`config.mk`:
```
export PLATFORM = sky130hd
export DESIGN_NAME = pscr_regs
export DESIGN_NICKNAME = d
export VERILOG_FILES = /design/src/core/pscr_pkg.sv /design/src/core/pscr_rst_timer.sv /design/src/core/pscr_regs.sv
export SDC_FILE = /design/constraint.sdc
export NUM_CORES = 1
export LEC_CHECK = 0
export ABC_AREA = 1
export BUFFER_PORTS_ARGS = -buffer_cell sky130_fd_sc_hd__buf_2
export CAP_MARGIN = 20
export CORE_MARGIN = 8
export CORE_UTILIZATION = 44
export DETAILED_ROUTE_END_ITERATION = 10
export PLACE_DENSITY_LB_ADDON = 0.3
export SYNTH_ARGS = -nofsm -noshare
export SYNTH_HDL_FRONTEND = slang
export SYNTH_SLANG_ARGS = --single-unit
```
`constraint.sdc`:
```
create_clock -name CORE_CLK_I -period 1.7 [get_ports CORE_CLK_I]
set_clock_uncertainty 0.15 [all_clocks]
set_input_delay 0.51 -clock CORE_CLK_I [delete_from_list [all_inputs] [get_ports CORE_CLK_I]]
set_output_delay 0.51 -clock CORE_CLK_I [all_outputs]
set_load 0.01 [all_outputs]
```
`src/core/pscr_pkg.sv`:
```
// package: offsets, field positions, reset values and types of the port phy status/control bank
package pscr_pkg;
   // =====================================================================
   // register offsets on the switch register port
   // =====================================================================
   localparam logic [7:0] P1_STAT1_OFS = 8'h2E; // port 1 status 1, partner ability
   localparam logic [7:0] P1_STAT2_OFS = 8'h2F; // port 1 phy status/control
   localparam logic [7:0] P2_STAT1_OFS = 8'h3E; // port 2 status 1, partner ability
   localparam logic [7:0] P2_STAT2_OFS = 8'h3F; // port 2 phy status/control
   localparam logic [7:0] P3_STAT2_OFS = 8'h4F; // port 3, no integrated phy
   localparam logic [7:0] P4_STAT2_OFS = 8'h5F; // port 4, no integrated phy

   // =====================================================================
   // field positions of the status/control register
   // =====================================================================
   localparam int LOOP_BIT = 7;   // phy loopback
   localparam int RSV_BIT = 6;    // reserved, reads zero
   localparam int ISO_BIT = 5;    // phy isolate
   localparam int SRST_BIT = 4;   // soft reset, self clearing
   localparam int FLINK_BIT = 3;  // force link
   localparam int OPM_LSB = 0;    // operation mode field, 3 bits
   localparam int PART_W = 5;     // partner ability width, bits 4..0

   // =====================================================================
   // reset values
   // =====================================================================
   localparam logic [7:0] STAT2_RST = 8'h01;   // whole register after reset
   localparam logic [2:0] OPM_RST = 3'h1;      // auto-negotiation in progress
   localparam logic [7:0] NOPHY_READ = 8'h01;  // ports 3/4: only bit 0 visible

   // =====================================================================
   // management (mdc/mdio) standard register numbers and bit positions
   // =====================================================================
   localparam logic [4:0] MII_BMCR = 5'h00;   // basic control
   localparam logic [4:0] MII_BMSR = 5'h01;   // basic status
   localparam logic [4:0] MII_ANLPAR = 5'h05; // link partner ability
   localparam int BMCR_RST_BIT = 15;
   localparam int BMCR_LOOP_BIT = 14;
   localparam int BMCR_ISO_BIT = 10;
   localparam int BMSR_LINK_BIT = 2;
   localparam int BMSR_ANC_BIT = 5;
   localparam int ANLPAR_10HD_BIT = 5;        // partner bits 0..3 map to 5..8
   localparam int ANLPAR_PAUSE_BIT = 10;

   // =====================================================================
   // operation mode codes
   // =====================================================================
   typedef enum logic [2:0] {
      OPM_AN = 3'b001,
      OPM_10HD = 3'b010,
      OPM_100HD = 3'b011,
      OPM_10FD = 3'b101,
      OPM_100FD = 3'b110
   } pscr_opmode_e;

   // =====================================================================
   // soft reset timing
   // =====================================================================
   localparam int CLK_PERIOD_PS = 5000;   // 200 mhz core clock
   localparam int SRST_TIME_NS = 100;     // least phy reset pulse
   localparam int SRST_CYCLES = (SRST_TIME_NS * 1000 + CLK_PERIOD_PS - 1) / CLK_PERIOD_PS;
   localparam logic [7:0] SRST_CNT_ZERO = 8'h00;

   // per-phy control bundle driven into the phy
   typedef struct packed {
      logic loopback;   // pmd/pma loopback
      logic isolate;    // cut from mii and tx line
      logic soft_reset; // reset pulse in progress
      logic force_link; // force link-up
   } pscr_phy_ctrl_s;

   // per-phy status bundle coming from the phy
   typedef struct packed {
      logic [4:0] partner; // flow ctl, 100fd, 100hd, 10fd, 10hd
      logic [2:0] opmode;  // current operation mode
      logic link_up;       // link good
   } pscr_phy_stat_s;
endpackage : pscr_pkg

```
`src/core/pscr_rst_timer.sv`:
```
// self-clearing soft reset pulse generator for one phy
module pscr_rst_timer (
   input wire logic CORE_CLK_I,
   input wire logic RESETN_I,
   input wire logic start_i,  // one-cycle request
   output logic busy_o        // reset in progress
);
   // =====================================================================
   // down counter
   // =====================================================================
   logic [7:0] cnt_q; // cycles left
   logic [7:0] cnt_d;
   wire logic idle = (cnt_q == pscr_pkg::SRST_CNT_ZERO);

   // a request while busy is ignored, so the pulse never stretches forever
   assign cnt_d = (start_i && idle) ? 8'(pscr_pkg::SRST_CYCLES) :
                  idle ? cnt_q : cnt_q - 8'h01;
   assign busy_o = !idle;

   // counter register
   always_ff @(posedge CORE_CLK_I or negedge RESETN_I) begin
      if (!RESETN_I) begin
         cnt_q <= pscr_pkg::SRST_CNT_ZERO;
      end else begin
         cnt_q <= cnt_d;
      end
   end
endmodule : pscr_rst_timer

```
`src/core/pscr_regs.sv`:
```
// port phy status/control register bank with management register view
// Function
// - five read-only partner ability bits, reset zero
// - bit 7 loops phy at pmd/pma
// - looped port pairs with other phy port monitor
// - bit 5 isolates phy from mii/tx
// - bit 4 soft reset, clears itself
// - bit 3 forces phy link up
// - read-only 3-bit operation mode, reset 001
// - ports 3/4 bits 7..1 reserved
// - loop, isolate, reset and partner bits also visible through mdc/mdio map
module pscr_regs (
   input wire logic CORE_CLK_I,
   input wire logic RESETN_I,
   // switch register port
   input wire logic [7:0] REG_ADDR_I,
   input wire logic REG_WR_I,
   input wire logic REG_RD_I,
   input wire logic [7:0] REG_WDATA_I,
   output logic [7:0] REG_RDATA_O,
   output logic REG_RVALID_O,
   // management register port
   input wire logic MIIM_PHY_I,
   input wire logic [4:0] MIIM_REG_I,
   input wire logic MIIM_WR_I,
   input wire logic MIIM_RD_I,
   input wire logic [15:0] MIIM_WDATA_I,
   output logic [15:0] MIIM_RDATA_O,
   output logic MIIM_RVALID_O,
   // phy side
   input wire pscr_pkg::pscr_phy_stat_s PHY1_STAT_I,
   input wire pscr_pkg::pscr_phy_stat_s PHY2_STAT_I,
   output pscr_pkg::pscr_phy_ctrl_s PHY1_CTRL_O,
   output pscr_pkg::pscr_phy_ctrl_s PHY2_CTRL_O,
   output logic [1:0] PHY1_MONITOR_O,
   output logic [1:0] PHY2_MONITOR_O
);
   // =====================================================================
   // helpers
   // =====================================================================
   // register port hit on a phy port's status/control register
   function automatic logic hit_stat2(input logic [7:0] addr, input logic p);
      hit_stat2 = p ? (addr == pscr_pkg::P2_STAT2_OFS) : (addr == pscr_pkg::P1_STAT2_OFS);
   endfunction : hit_stat2

   // compose the 8-bit status/control view of one phy port
   function automatic logic [7:0] stat2_view(input logic lb, input logic iso,
                                            input logic rst, input logic fl,
                                            input logic [2:0] opm);
      logic [7:0] v;
      v = 8'h00;
      v[pscr_pkg::LOOP_BIT] = lb;
      v[pscr_pkg::ISO_BIT] = iso;
      v[pscr_pkg::SRST_BIT] = rst;
      v[pscr_pkg::FLINK_BIT] = fl;
      v[pscr_pkg::OPM_LSB +: 3] = opm;
      stat2_view = v;
   endfunction : stat2_view

   // =====================================================================
   // per-port state
   // =====================================================================
   pscr_pkg::pscr_phy_stat_s stat [2]; // phy status by port index
   logic [1:0] loop_q, loop_d;        // loopback enables
   logic [1:0] iso_q, iso_d;          // isolate enables
   logic [1:0] flink_q, flink_d;      // force link enables
   logic [2:0] opm_q [2];             // captured operation mode
   logic [2:0] opm_view [2];          // mode as read back, forced during reset
   logic [1:0] srst_start;            // soft reset requests
   logic [1:0] srst_busy;             // soft reset in progress
   logic [1:0] reg_wr_hit;            // register port write per port
   logic [1:0] miim_wr_hit;           // management write to control reg

   assign stat[0] = PHY1_STAT_I;
   assign stat[1] = PHY2_STAT_I;

   // =====================================================================
   // write decode and next-state per phy port
   // =====================================================================
   generate
      for (genvar p = 0; p < 2; p++) begin : g_port
         assign reg_wr_hit[p] = REG_WR_I && hit_stat2(REG_ADDR_I, 1'(p));
         assign miim_wr_hit[p] = MIIM_WR_I && (MIIM_PHY_I == 1'(p)) &&
                                 (MIIM_REG_I == pscr_pkg::MII_BMCR);
         // the register port wins over a same-cycle management write
         assign loop_d[p] = reg_wr_hit[p] ? REG_WDATA_I[pscr_pkg::LOOP_BIT] :
                            miim_wr_hit[p] ? MIIM_WDATA_I[pscr_pkg::BMCR_LOOP_BIT] :
                            loop_q[p];
         assign iso_d[p] = reg_wr_hit[p] ? REG_WDATA_I[pscr_pkg::ISO_BIT] :
                           miim_wr_hit[p] ? MIIM_WDATA_I[pscr_pkg::BMCR_ISO_BIT] :
                           iso_q[p];
         // no standard management bit for force link, register port only
         assign flink_d[p] = reg_wr_hit[p] ? REG_WDATA_I[pscr_pkg::FLINK_BIT] :
                             flink_q[p];
         // writing zero never aborts a reset, only a one starts one
         assign srst_start[p] = (reg_wr_hit[p] && REG_WDATA_I[pscr_pkg::SRST_BIT]) ||
                                (miim_wr_hit[p] && MIIM_WDATA_I[pscr_pkg::BMCR_RST_BIT]);

         // self-clearing reset pulse, bit reads one while it runs
         pscr_rst_timer u_rst (
            .CORE_CLK_I(CORE_CLK_I),
            .RESETN_I(RESETN_I),
            .start_i(srst_start[p]),
            .busy_o(srst_busy[p])
         );

         // forced at once, so a read in the first reset cycle already shows 001;
         // the captured copy alone would lag the busy bit by one cycle
         assign opm_view[p] = srst_busy[p] ? pscr_pkg::OPM_RST : opm_q[p];

         // operation mode capture; forced back to an-in-progress during reset
         always_ff @(posedge CORE_CLK_I or negedge RESETN_I) begin
            if (!RESETN_I) begin
               opm_q[p] <= pscr_pkg::OPM_RST;
            end else if (srst_busy[p]) begin
               opm_q[p] <= pscr_pkg::OPM_RST;
            end else begin
               opm_q[p] <= stat[p].opmode;
            end
         end
      end
   endgenerate

   // control bits; bit 6 has no storage so writes to it vanish
   // one small vector per field keeps every write decode at most two muxes deep
   always_ff @(posedge CORE_CLK_I or negedge RESETN_I) begin
      if (!RESETN_I) begin
         loop_q <= 2'h0;
         iso_q <= 2'h0;
         flink_q <= 2'h0;
      end else begin
         loop_q <= loop_d;
         iso_q <= iso_d;
         flink_q <= flink_d;
      end
   end

   // =====================================================================
   // phy control outputs
   // =====================================================================
   assign PHY1_CTRL_O = '{loopback: loop_q[0], isolate: iso_q[0],
                          soft_reset: srst_busy[0], force_link: flink_q[0]};
   assign PHY2_CTRL_O = '{loopback: loop_q[1], isolate: iso_q[1],
                          soft_reset: srst_busy[1], force_link: flink_q[1]};
   // a looped port's frames enter and leave on the other phy port
   assign PHY1_MONITOR_O = 2'h2;
   assign PHY2_MONITOR_O = 2'h1;

   // =====================================================================
   // register port read mux
   // =====================================================================
   // views take the forced mode, so reset bit and mode never disagree on a read
   wire logic [7:0] view1 = stat2_view(loop_q[0], iso_q[0], srst_busy[0], flink_q[0], opm_view[0]);
   wire logic [7:0] view2 = stat2_view(loop_q[1], iso_q[1], srst_busy[1], flink_q[1], opm_view[1]);
   logic [7:0] rd_mux; // selected read value

   always_comb begin
      case (REG_ADDR_I)
         pscr_pkg::P1_STAT1_OFS: rd_mux = {3'h0, stat[0].partner};
         pscr_pkg::P2_STAT1_OFS: rd_mux = {3'h0, stat[1].partner};
         pscr_pkg::P1_STAT2_OFS: rd_mux = view1;
         pscr_pkg::P2_STAT2_OFS: rd_mux = view2;
         pscr_pkg::P3_STAT2_OFS: rd_mux = pscr_pkg::NOPHY_READ;
         pscr_pkg::P4_STAT2_OFS: rd_mux = pscr_pkg::NOPHY_READ;
         default: rd_mux = 8'h00; // unmapped reads as zero
      endcase
   end

   // registered read data, one cycle after the strobe
   always_ff @(posedge CORE_CLK_I or negedge RESETN_I) begin
      if (!RESETN_I) begin
         REG_RDATA_O <= 8'h00;
         REG_RVALID_O <= 1'b0;
      end else begin
         REG_RDATA_O <= REG_RD_I ? rd_mux : REG_RDATA_O;
         REG_RVALID_O <= REG_RD_I;
      end
   end

   // =====================================================================
   // management register read mux
   // =====================================================================
   wire logic mp = MIIM_PHY_I; // selected phy
   logic [15:0] mii_mux;

   always_comb begin
      mii_mux = 16'h0000;
      case (MIIM_REG_I)
         pscr_pkg::MII_BMCR: begin
            mii_mux[pscr_pkg::BMCR_RST_BIT] = srst_busy[mp];
            mii_mux[pscr_pkg::BMCR_LOOP_BIT] = loop_q[mp];
            mii_mux[pscr_pkg::BMCR_ISO_BIT] = iso_q[mp];
         end
         pscr_pkg::MII_BMSR: begin
            mii_mux[pscr_pkg::BMSR_LINK_BIT] = stat[mp].link_up || flink_q[mp];
            // same forced mode as the register port, both views stay in step
            mii_mux[pscr_pkg::BMSR_ANC_BIT] = (opm_view[mp] != pscr_pkg::OPM_RST);
         end
         pscr_pkg::MII_ANLPAR: begin
            mii_mux[pscr_pkg::ANLPAR_10HD_BIT +: 4] = stat[mp].partner[3:0];
            mii_mux[pscr_pkg::ANLPAR_PAUSE_BIT] = stat[mp].partner[4];
         end
         default: mii_mux = 16'h0000; // other numbers read zero
      endcase
   end

   // registered management read data
   always_ff @(posedge CORE_CLK_I or negedge RESETN_I) begin
      if (!RESETN_I) begin
         MIIM_RDATA_O <= 16'h0000;
         MIIM_RVALID_O <= 1'b0;
      end else begin
         MIIM_RDATA_O <= MIIM_RD_I ? mii_mux : MIIM_RDATA_O;
         MIIM_RVALID_O <= MIIM_RD_I;
      end
   end
endmodule : pscr_regs

```
Yosys cells after proc, flatten, opt, wreduce, memory -nomap -nowiden
Cells that the tools add are included.
{"block": "op_classes", "n_addsub": 2, "magnitude_cmp": 2, "eq_ne": 11, "muxes": 36, "bitwise_logic": 2, "n_reduce_logical": 23}
{"operator": "8-bit one-hot mux with 5 select lines", "n": 1}
{"operator": "8-bit by 6-bit equality test with 1-bit output (second input constant)", "n": 4}
{"operator": "8-bit two-way mux", "n": 4}
{"operator": "9-bit two-way mux", "n": 3}
{"operator": "3-bit two-way mux", "n": 8}
{"operator": "1-bit two-way mux", "n": 17}
{"operator": "8-bit by 7-bit equality test with 1-bit output (second input constant)", "n": 2}
{"operator": "8-bit logical NOT", "n": 2}
{"operator": "8-bit by 1-bit subtractor with 8-bit output (second input constant)", "n": 2}
{"operator": "1-bit logical AND", "n": 12}
{"operator": "5-bit by 1-bit equality test with 1-bit output (second input constant)", "n": 1}
{"operator": "5-bit by 3-bit equality test with 1-bit output (second input constant)", "n": 1}
{"operator": "5-bit logical NOT", "n": 1}
{"operator": "2-bit inequality test (second input constant)", "n": 2}
{"operator": "1-bit one-hot mux with 2 select lines", "n": 2}
{"operator": "2-bit nonzero test", "n": 2}
{"operator": "1-bit logical OR", "n": 3}
{"operator": "3-bit by 1-bit inequality test with 1-bit output (second input constant)", "n": 1}
{"operator": "2-bit greater-or-equal comparator (second input constant)", "n": 1}
{"operator": "1-bit logical NOT", "n": 2}
{"operator": "1-bit by 2-bit < comparator with 1-bit output (second input constant)", "n": 1}
{"operator": "2-bit two-way mux", "n": 1}
{"operator": "1-bit inverter with 2-bit output", "n": 1}
{"operator": "2-bit OR reduction", "n": 1}
{"operator": "1-bit inverter", "n": 1}
{"block": "word_totals", "register_bits": 46, "inputBits": 62, "out_inout_bits": 38}

Logic depth before layout (Yosys ltp)
Gate-level depths: netlist (run 1).
{"block": "depth", "depth_word": 7, "mapped_depth": 10, "depth_no_buf": 10}

Hierarchy
A second synthesis (run 1) with hierarchy kept.
{"block": "hier_totals", "hier_cells": 358, "hier_area_um2": 2760.1}
{"module": "pscr_regs", "n_inst": 1, "cells_per_inst": 240, "area_each_um2": 1819.2}
{"module": "pscr_rst_timer at g_port[1].u_rst", "n_inst": 1, "cells_per_inst": 59, "area_each_um2": 474.2}
{"module": "pscr_rst_timer at g_port[0].u_rst", "n_inst": 1, "cells_per_inst": 59, "area_each_um2": 466.7}

Worst setup path after synthesis (run 1)
Ideal clock, no wire load.
{"block": "synth_timing", "path_type": "reg-to-output", "from": "reg g_port[0].u_rst.cnt_q[0]", "to": "out PHY1_CTRL_O[1] (netlist name)", "arrival_ns": 1.175, "required_time_ns": 1.040, "path_slack_ns": -0.135, "path_stages_with_launch": 8, "n_path_buf": 2, "path_cell_list": "dfrtp_1 -> inv_1 -> ha_1 -> nand2_1 -> nor2_4 -> inv_2 -> buf_6 -> buf_4"}
{"block": "synth_between", "elab_chain_cells": 2}
{"item": "from (decl)", "line_no": "pscr_rst_timer.sv:11", "source": "logic [7:0] cnt_q;"}
{"item": "from (signal assigned)", "line_no": "pscr_rst_timer.sv:23", "source": "cnt_q <= pscr_pkg::SRST_CNT_ZERO;"}
{"item": "from (signal assigned)", "line_no": "pscr_rst_timer.sv:25", "source": "cnt_q <= cnt_d;"}
{"item": "8-bit logical NOT", "line_no": "pscr_rst_timer.sv:13", "source": "wire logic idle = (cnt_q == pscr_pkg::SRST_CNT_ZERO);"}
{"item": "1-bit logical NOT", "line_no": "pscr_rst_timer.sv:18", "source": "assign busy_o = !idle;"}
{"item": "to (decl)", "line_no": "pscr_regs.sv:33", "source": "output pscr_pkg::pscr_phy_ctrl_s PHY1_CTRL_O,"}
No other way between the ends.

==> results, run 1 <==
- The run finished, with violations left.
- The final reports fail on negative setup slack.
- The routed design could run at a clock period as short as 1.90 ns.
- Summing internal, switching and leakage power gives 3550 uW.
- For the worst setup path, the data arrival time is 1.24 ns.
- Across every metal layer, demand over resource in global routing totals 0.163.
- The max-slew violation total from the final report was 0.
- The highest fanout seen on the critical path is 2.
- The clock tree from TritonCTS is built.
- The wire length of the first global-routing pass is 11400 um.
- The peak-usage layer in the global routing report is met2.
- The fraction of met2 tracks used by global routing is 0.263.
- For this run, the number of Yosys warnings is 0.
- The pre-antenna-repair detailed-routing pass consisted of 4 iterations.
- The sequential-to-total area share from yosys stat is 0.445.
- For this run, the top clock speed supported by timing is 0.526 GHz.
- The detailed placer's ending HPWL is 5260 um.
- For met1 alone, demand over resource in global routing was 0.202.
- The routability congestion estimate is 0.882.
- The antenna diode count is 0.
- The number of instances in the synthesized netlist is 324.
- Setup repair after global routing could not meet its margin everywhere.
- The antenna violation net count after detailed routing is 0.
- Setup violations remaining at the end of the flow were counted as 2.
- The starting utilization of the core area is 0.458.
- The width of the chip is 91.9 um.
- The number of different library cells in the post-synthesis netlist is 35.
- The post-layout instance count excluding filler cells is 498.
- Timing analysis after detailed placement gives a worst setup slack of -0.157 ns.
- The count of max-cap constraint violations is 0.
- Of the cells placed in the final design, the portion with a size suffix greater than 1 is 0.345.
- The share of synthesized area in the top cell type comes to 0.424.
- Dividing the final minimum period by the clock period gives 1.12.
- The number of fill cells in the layout is 528.
- The initialized floorplan defines 27 standard-cell rows.
- The die extent in y is 91.9 um.
- The number of violations reported at the end of detailed-routing iteration 0 is 108.
- The cell count after placement is 480.
- The number of global-route vias before repair is 2433.
- After detailed routing, the number of vias per cell comes to 4.84.
- The buffer cell driving the clock tree root is sky130_fd_sc_hd__clkbuf_8.
- The most common cell in the synthesized netlist is sky130_fd_sc_hd__nand2_1.
- Counting along the longest clock path gives a buffer depth of 2.
- The clock network power share is 0.186.
- The via count of the routed design is 2409.
- The worst setup path is of the reg -> out kind.
- Setup total negative slack on the finished layout was measured at -0.332 ns.
- The summed instance area of the synthesized netlist is 0.00254 mm^2.
- In this run the power spent charging and discharging nets is 1260 uW.
- The insertion delay to the later sink of the worst-skew pair is 0.30 ns.
- The largest area contributor in the synthesized netlist is sky130_fd_sc_hd__dfrtp_1.
- Of the total power, combinational logic draws 0.390.
- The number of sinks driven by the clock tree is 45.
- After clock tree synthesis, the clock-pin slew on the worst setup and hold paths is 0.08 ns.
- The internal power of the cells totals 2290 uW.
- The mean instance size in the synthesized netlist is 7.83 um^2.
- The clock buffer count from CTS is 5.
- The synthesized design contains 45 register bits.
- The H-tree was split into 2 levels.
- The total of buffers placed on input and output ports is 69.
- The met3 capacity usage during global routing is 0.0448.
- Power spread over the standard cell area amounts to 1070 mW/mm^2.
- The synthesized design contains 0 enable-type register cells.
- For the worst setup path, the data required time is 1.04 ns.
- 100 I/O pins were placed.
- The placeable core region is 0.00554 mm^2.
- The number of nets in the layout is 491.
- Entering global routing, the biggest net connects 21 pins.
- The die covers 0.00845 mm^2.
- Summed over all cells, the static leakage comes to 0.00180 uW.
- The residual overflow from global routing is 0.
- The number of antenna violations at the first check in global routing is 0.
- By area the synthesized netlist is led by sky130_fd_sc_hd__dfrtp_1 (42%), sky130_fd_sc_hd__nand2_1 (12%), sky130_fd_sc_hd__inv_1 (5.0%), sky130_fd_sc_hd__nor2_1 (4.9%), sky130_fd_sc_hd__nand3_1 (4.5%).
- STA classifies the critical path startpoint as a register.
- The endpoint type of the worst setup path is an output port.
- The worst hold-check path type is in -> reg.
- For this run, asynchronously set or reset flops after synthesis account for 1.00.
- By count the netlist is led by sky130_fd_sc_hd__nand2_1 (84), sky130_fd_sc_hd__dfrtp_1 (43), sky130_fd_sc_hd__inv_1 (34).
- The final worst slack is -0.202 ns.
- The area overhead of the layout relative to synthesis is 30.5%.
- The proportion of power drawn by flip-flops and latches is 0.424.
- Across the VDD grid, the largest voltage drop is 0.595 mV.
- The overall routed net length is 6710 um.
- The final number of hold-violating endpoints is 0.
- The DRC violations left is 0.
- The main flop type after synthesis is sky130_fd_sc_hd__dfrtp_1.
- Dividing the detail-routed wire length by the instance count gives 13.5 um.
- Of the total power, the share spent switching nets is 0.356.
==> layer usage <==
layer / share of wire / up-vias
met2: 0.45 / 94
met3: 0.086 / 12
met5: 0 / -
li1: - / 1211
met1: 0.45 / 1092
met4: 0.020 / 0
==> cell families after synthesis <==
family          count (synthesis)  synth area share
simple gates                  170             0.304
buf+inv                        55             0.107
flops                          45             0.445
compound gates                 39            0.0903
xor+xnor                        9            0.0311
fa+ha+maj                       4            0.0197
other cells                     2           0.00296
==> worst paths after layout <==
check / startpoint / end / slack, ns / cells after the start
max: g_port[0].u_rst.cnt_q[0] / PHY1_CTRL_O[1] / -0.20 / 6
min: PHY1_STAT_I[1] / opm_q[3] / 0.25 / 2
max reg2reg: g_port[1].u_rst.cnt_q[0] / REG_RDATA_O[0] / 0.08 / 10
min reg2reg: REG_RDATA_O[3] / REG_RDATA_O[3] / 0.33 / 2
max in group asynchronous: RESETN_I / opm_q[3] / 0.40 / 3
min in group asynchronous: RESETN_I / MIIM_RDATA_O[7] / 0.50 / 2
==> repair_timing <==
item,CTS,global route
cloned,0,0
endpoints found under the setup margin,2,9
pin swaps,5,8
endpoints found under the hold margin,12,0
hold buffers,1,0
resized for setup,17,10
buffers inserted,5,5
==> metrics by stage <==
stage | hold WS (ns) | util | instance area [um^2]
after floorplan | 0.0644 | - | 2580
after global placement | 0.291 | 0.553 | 3070
after detailed placement | 0.297 | 0.553 | 3070
after CTS | 0.249 | 0.587 | 3250
after global routing | 0.244 | 0.597 | 3310
final | 0.251 | 0.597 | 3310
==> cells in the final DEF, fill, tap and decap left out, drive strengths merged, types with 6 or more instances in the layout <==
cell and count:
nand4 9, nand2 88, a21oi 7, nand3 24, conb 13, dfrtp 43, xnor2 7, inv 36
nor2 41, buf 101, clkbuf 6, o21ai 20
==> registers in the layout (all words and copies together), names as in the netlist <==
| name | flops |
|---|---|
| MIIM_RDATA_O | 8 |
| MIIM_RVALID_O | 1 |
| REG_RDATA_O | 7 |
| REG_RVALID_O | 1 |
| flink_q | 2 |
| g_port.u_rst.cnt_q | 16 |
| iso_q | 2 |
| loop_q | 2 |
| opm_q | 6 |
==> cell type report <==
class                      count  area, um^2  share of cell area
multi-input combinational    235        1240               0.375
timing repair buffer         102         632               0.191
clock inverter                 2        10.0             0.00302
tap                           72        90.1              0.0272
inverter                      36         135              0.0408
sequential                    45        1130               0.341
clock buffer                   6        72.6              0.0219
==> power by group through the flow <==
stage	logic, uW	clock network (uW)	registers, uW
final	1380	662	1500
after global routing	1560	715	1530
after CTS	1310	669	1500
after detailed placement	1140	0	1510
after global placement	1090	0	1500
after floorplan	746	0	1490
==> worst max-delay path: stages (launching register included) <==
cell                      delay [ns]
sky130_fd_sc_hd__dfrtp_1        0.40
sky130_fd_sc_hd__inv_2          0.09
sky130_fd_sc_hd__ha_4           0.14
sky130_fd_sc_hd__nand2_4        0.06
sky130_fd_sc_hd__nor2_4         0.10
sky130_fd_sc_hd__inv_2          0.05
sky130_fd_sc_hd__buf_6          0.11
(Power assumes the default switching activity.)
==> run 2, diff against run 1 <==
CORE_UTILIZATION = 45   (was 44)
SYNTH_HIERARCHICAL = 1   (was default)
==> run 2 against run 1 <==
- the run still ends with negative setup slack left
- sequential cell count did not move
- critical path type unchanged
- utilization rose by 2.4 points
- synthesized cell count rose by 10%
- design area rose by 11%
- largest cell class unchanged
- critical endpoint is now PHY2_CTRL_O[1]
==> results, run 2 <==
- For met2 alone, demand over resource in global routing was 0.272.
- The arrival time reported for the critical path endpoint is 1.27 ns.
- The number of sinks driven by the clock tree is 45.
- Entering global routing, the biggest net connects 46 pins.
- The detailed placer's ending HPWL is 5500 um.
- Grouping stages by cell kind, the critical path spends the most delay in flip-flops.
- Adding up every negative setup slack in the final design gives -0.697 ns.
- Counting distinct cell types in the post-synthesis netlist gives 35.
- The fmax is 0.518 GHz.
- For this design the top-level I/O count stands at 100.
- The most common cell after layout, fill and taps aside is sky130_fd_sc_hd__nand2_1.
- The final layout contains routed wiring with a total length of 7310 um.
- The routability congestion estimate is 0.846.
- Max-cap violations in this run came to 0.
- The post-layout minimum cycle time is 1.93 ns.
- The sort of element at the start of the critical path is a register.
- The cell count after synthesis came out at 358.
- From left edge to right edge, the die measures 94.3 um.
- The number of levels the H-tree was split into is 2.
- After clock tree synthesis, the clock-pin slew on the worst setup and hold paths is 0.08 ns.
- The maximum number of buffers from clock root to sink is 2.
- The largest registers in the layout are g_port.u_rst/cnt_q x16, MIIM_RDATA_O x8, REG_RDATA_O x7.
- The count of nets left with antenna violations once routing finished came out at 0.
- Relative to the synthesized area, the layout overhead comes to 33.3%.
- The flop and latch count out of synthesis is 45.
- The final reports fail on negative setup slack.
- The tree is rooted in a sky130_fd_sc_hd__clkbuf_8.
- The register with the most flip-flops in the layout has 16 of them.
- TritonCTS built the clock tree.
- The largest area contributor in the synthesized netlist is sky130_fd_sc_hd__dfrtp_1.
- The peak supply drop is 0.798 mV.
- Measured in cells, the most critical reg-to-reg path has a length of 11.
- The main flop type after synthesis is sky130_fd_sc_hd__dfrtp_1.
- On the worst path, the slowest cell contributes a delay of 0.39 ns.
- The total of endpoints with negative setup slack in the final report is 4.
- The most instantiated library cell after synthesis is sky130_fd_sc_hd__nand2_1.
- The number of violations reported at the end of detailed-routing iteration 0 is 123.
- Input and output buffers added on the ports amount to 69.
- In this run, placement finished with an instance count of 524.
- The placement-stage worst setup slack is -0.234 ns.
- The mean instance size in the synthesized netlist is 7.71 um^2.
- In the routed design, unresolved DRC markers number 0.
- The highest fanout seen on the critical path is 2.
- After global routing the overflow that remains totals 0.
- The post-layout instance count excluding filler cells is 545.
- The floorplan step defined a die boundary enclosing 0.00890 mm^2.
- The worst register-to-register path has a setup slack of -0.14 ns.
- The commonest cells after synthesis are sky130_fd_sc_hd__nand2_1 (105), sky130_fd_sc_hd__dfrtp_1 (43), sky130_fd_sc_hd__nand3_1 (38).
- Across all setup checks in the final design, the least slack found is -0.231 ns.
- The total power per unit cell area is 1070 mW/mm^2.
- The number of vias per cell after detailed routing is 4.81.
- The final clock period utilization by the worst path is 1.14.
- The final number of hold-violating endpoints came to 0.
- The hold buffer count at cts is 0.
- The required time reported for the critical path endpoint is 1.04 ns.
- The proportion of synthesized flip-flops having asynchronous set or reset is 1.00.
- g_port.u_rst/cnt_q holds more flip-flops than any other register.
- The average detailed-routed wire length per instance is 13.4 um.
- The count of flip-flops with a built-in enable after synthesis is 0.
- The startpoint identified for the worst register-to-register timing path is g_port[0].u_rst/cnt_q[0].
- Across every metal layer, demand over resource in global routing totals 0.164.
- The die extent in y is 94.3 um.
- The number of antenna violations at the first check in global routing is 0.
- During synthesis, Yosys emitted a total of 6 warnings.
- Traced cell by cell, the critical path runs through inv_2, ha_4, inv_2, nor2_4, nand2_4, buf_6.
- The starting utilization of the core area is 0.466.
- Leaving out fill and tap cells, the most frequent cells in the layout are sky130_fd_sc_hd__nand2_1 (105), sky130_fd_sc_hd__buf_2 (68), sky130_fd_sc_hd__dfrtp_1 (43).
- The max-slew violation total from the final report came to 0.
- The endpoint of the worst-slack reg-to-reg timing path is REG_RDATA_O[0].
- The standard-cell row count is 28.
- The share of the Yosys chip area taken by registers is 0.409.
- Setup repair after global routing could not meet its margin everywhere.
- In this run the worst hold path is classified as in -> async.
- The antenna diode count is 0.
- The first global-routing pass estimated 11600 um of wire.
- The insertion delay to the later sink of the worst-skew pair is 0.29 ns.
- The met1 track demand over resource is 0.200.
- The largest individual stage delay along the critical path comes from the cell sky130_fd_sc_hd__dfrtp_1.
- The area share of the largest cell type after synthesis is 0.390.
- The run finished, with violations left.
- Buffers inserted during clock tree synthesis total 5.
- For met3 alone, demand over resource in global routing was 0.0456.
- In this run the cell area of the synthesized design comes to 0.00276 mm^2.
- The analysis attributes to cell leakage a power of 0.00201 uW.
- The placeable core region is 0.00592 mm^2.
- The endpoint type of the worst setup path is an output port.
- The first-pass iteration count of the detailed router is 5.
- In this run the most used layer during global routing was met2.
- In the final layout, the share of cells above drive strength 1 is 0.398.
- The cell with the most instances on the worst path is sky130_fd_sc_hd__inv_2.
- Hold timing on the final database bottoms out at a slack of 0.0223 ns.
- The number of global-route vias before repair is 2434.
- The class of the most critical setup path is reg -> out.
- By area the synthesized netlist is led by sky130_fd_sc_hd__dfrtp_1 (39%), sky130_fd_sc_hd__nand2_1 (14%), sky130_fd_sc_hd__nand3_1 (6.9%), sky130_fd_sc_hd__inv_1 (4.4%), sky130_fd_sc_hd__buf_4 (4.1%).
- The number of buffer and inverter stages on the critical path is 3.
- After the last flow step, the layout net total stands at 533.
- Across all layers, the routed design uses 2622 vias.
[run 2: cell types whose count changed in the layout (fill, tap and decap cells not counted), moves of 7 or more]
cell                      before  now
sky130_fd_sc_hd__nand3_1      23   35
sky130_fd_sc_hd__xnor2_1       7    0
sky130_fd_sc_hd__buf_4        28   37
sky130_fd_sc_hd__o21ai_0      18    1
sky130_fd_sc_hd__inv_2         8   17
sky130_fd_sc_hd__nand2_1      80  105
[run 2: kinds of logic after synthesis]
group | count (synthesis) | synth area share
flip-flops | 45 | 0.409
other | 2 | 0.00272
AO/OA/AOI/OAI | 24 | 0.0517
XOR/XNOR | 4 | 0.0127
AND/OR/NAND/NOR | 216 | 0.402
buffers and inverters | 65 | 0.113
adder cells (fa/ha/maj) | 2 | 0.00906
[run 2: worst max-delay path by stage]
stage	slack, ns	cells past startpoint	endpoint	startpoint
2_1_floorplan	-0.03	8	g_port[0].u_rst/cnt_q[3]	MIIM_REG_I[4]
3_3_place_gp	-0.19	9	g_port[0].u_rst/cnt_q[3]	MIIM_REG_I[4]
3_5_place_dp	-0.23	9	g_port[0].u_rst/cnt_q[3]	MIIM_REG_I[4]
4_1_cts	-0.23	6	PHY1_CTRL_O[1]	g_port[0].u_rst/cnt_q[0]
5_1_grt	-0.30	6	PHY1_CTRL_O[1]	g_port[0].u_rst/cnt_q[0]
6_report	-0.23	6	PHY2_CTRL_O[1]	g_port[1].u_rst/cnt_q[0]
[run 2: layout make-up]
type,count,area [um^2]
clock inverters,1,30.0
inverters,46,175
multi-input cells,259,1460
repair buffers,112,706
well taps,75,93.8
clock buffers,7,86.3
flip-flops and latches,45,1130
fillers,553,2240
[run 2: where the power goes]
group / internal [uW] / switching [uW] / leakage, uW
combinational: 723 / 907 / 0.00137
sequential: 1300 / 169 / 0.000583
clock: 480 / 356 / 0.0000585
[run 2: timing repair]
item | CTS | global route
endpoints found under the setup margin | 3 | 9
pin swaps | 3 | 11
resized for setup | 3 | 19
setup buffers | 5 | 8
[run 2: through the flow]
step / util / total power (uW) / instance area (um^2)
after floorplan: - / 2490 / 2840
after global placement: 0.570 / 2840 / 3380
after detailed placement: 0.570 / 2900 / 3380
after CTS: 0.598 / 3820 / 3540
after global routing: 0.622 / 4220 / 3680
final: 0.622 / 3940 / 3680
[run 2: routing by layer]
layer | wire length [um] | up-vias
met5 | 0 | -
met4 | 133 | 0
met3 | 642 | 11
met2 | 3550 | 84
met1 | 2980 | 1203
li1 | - | 1324
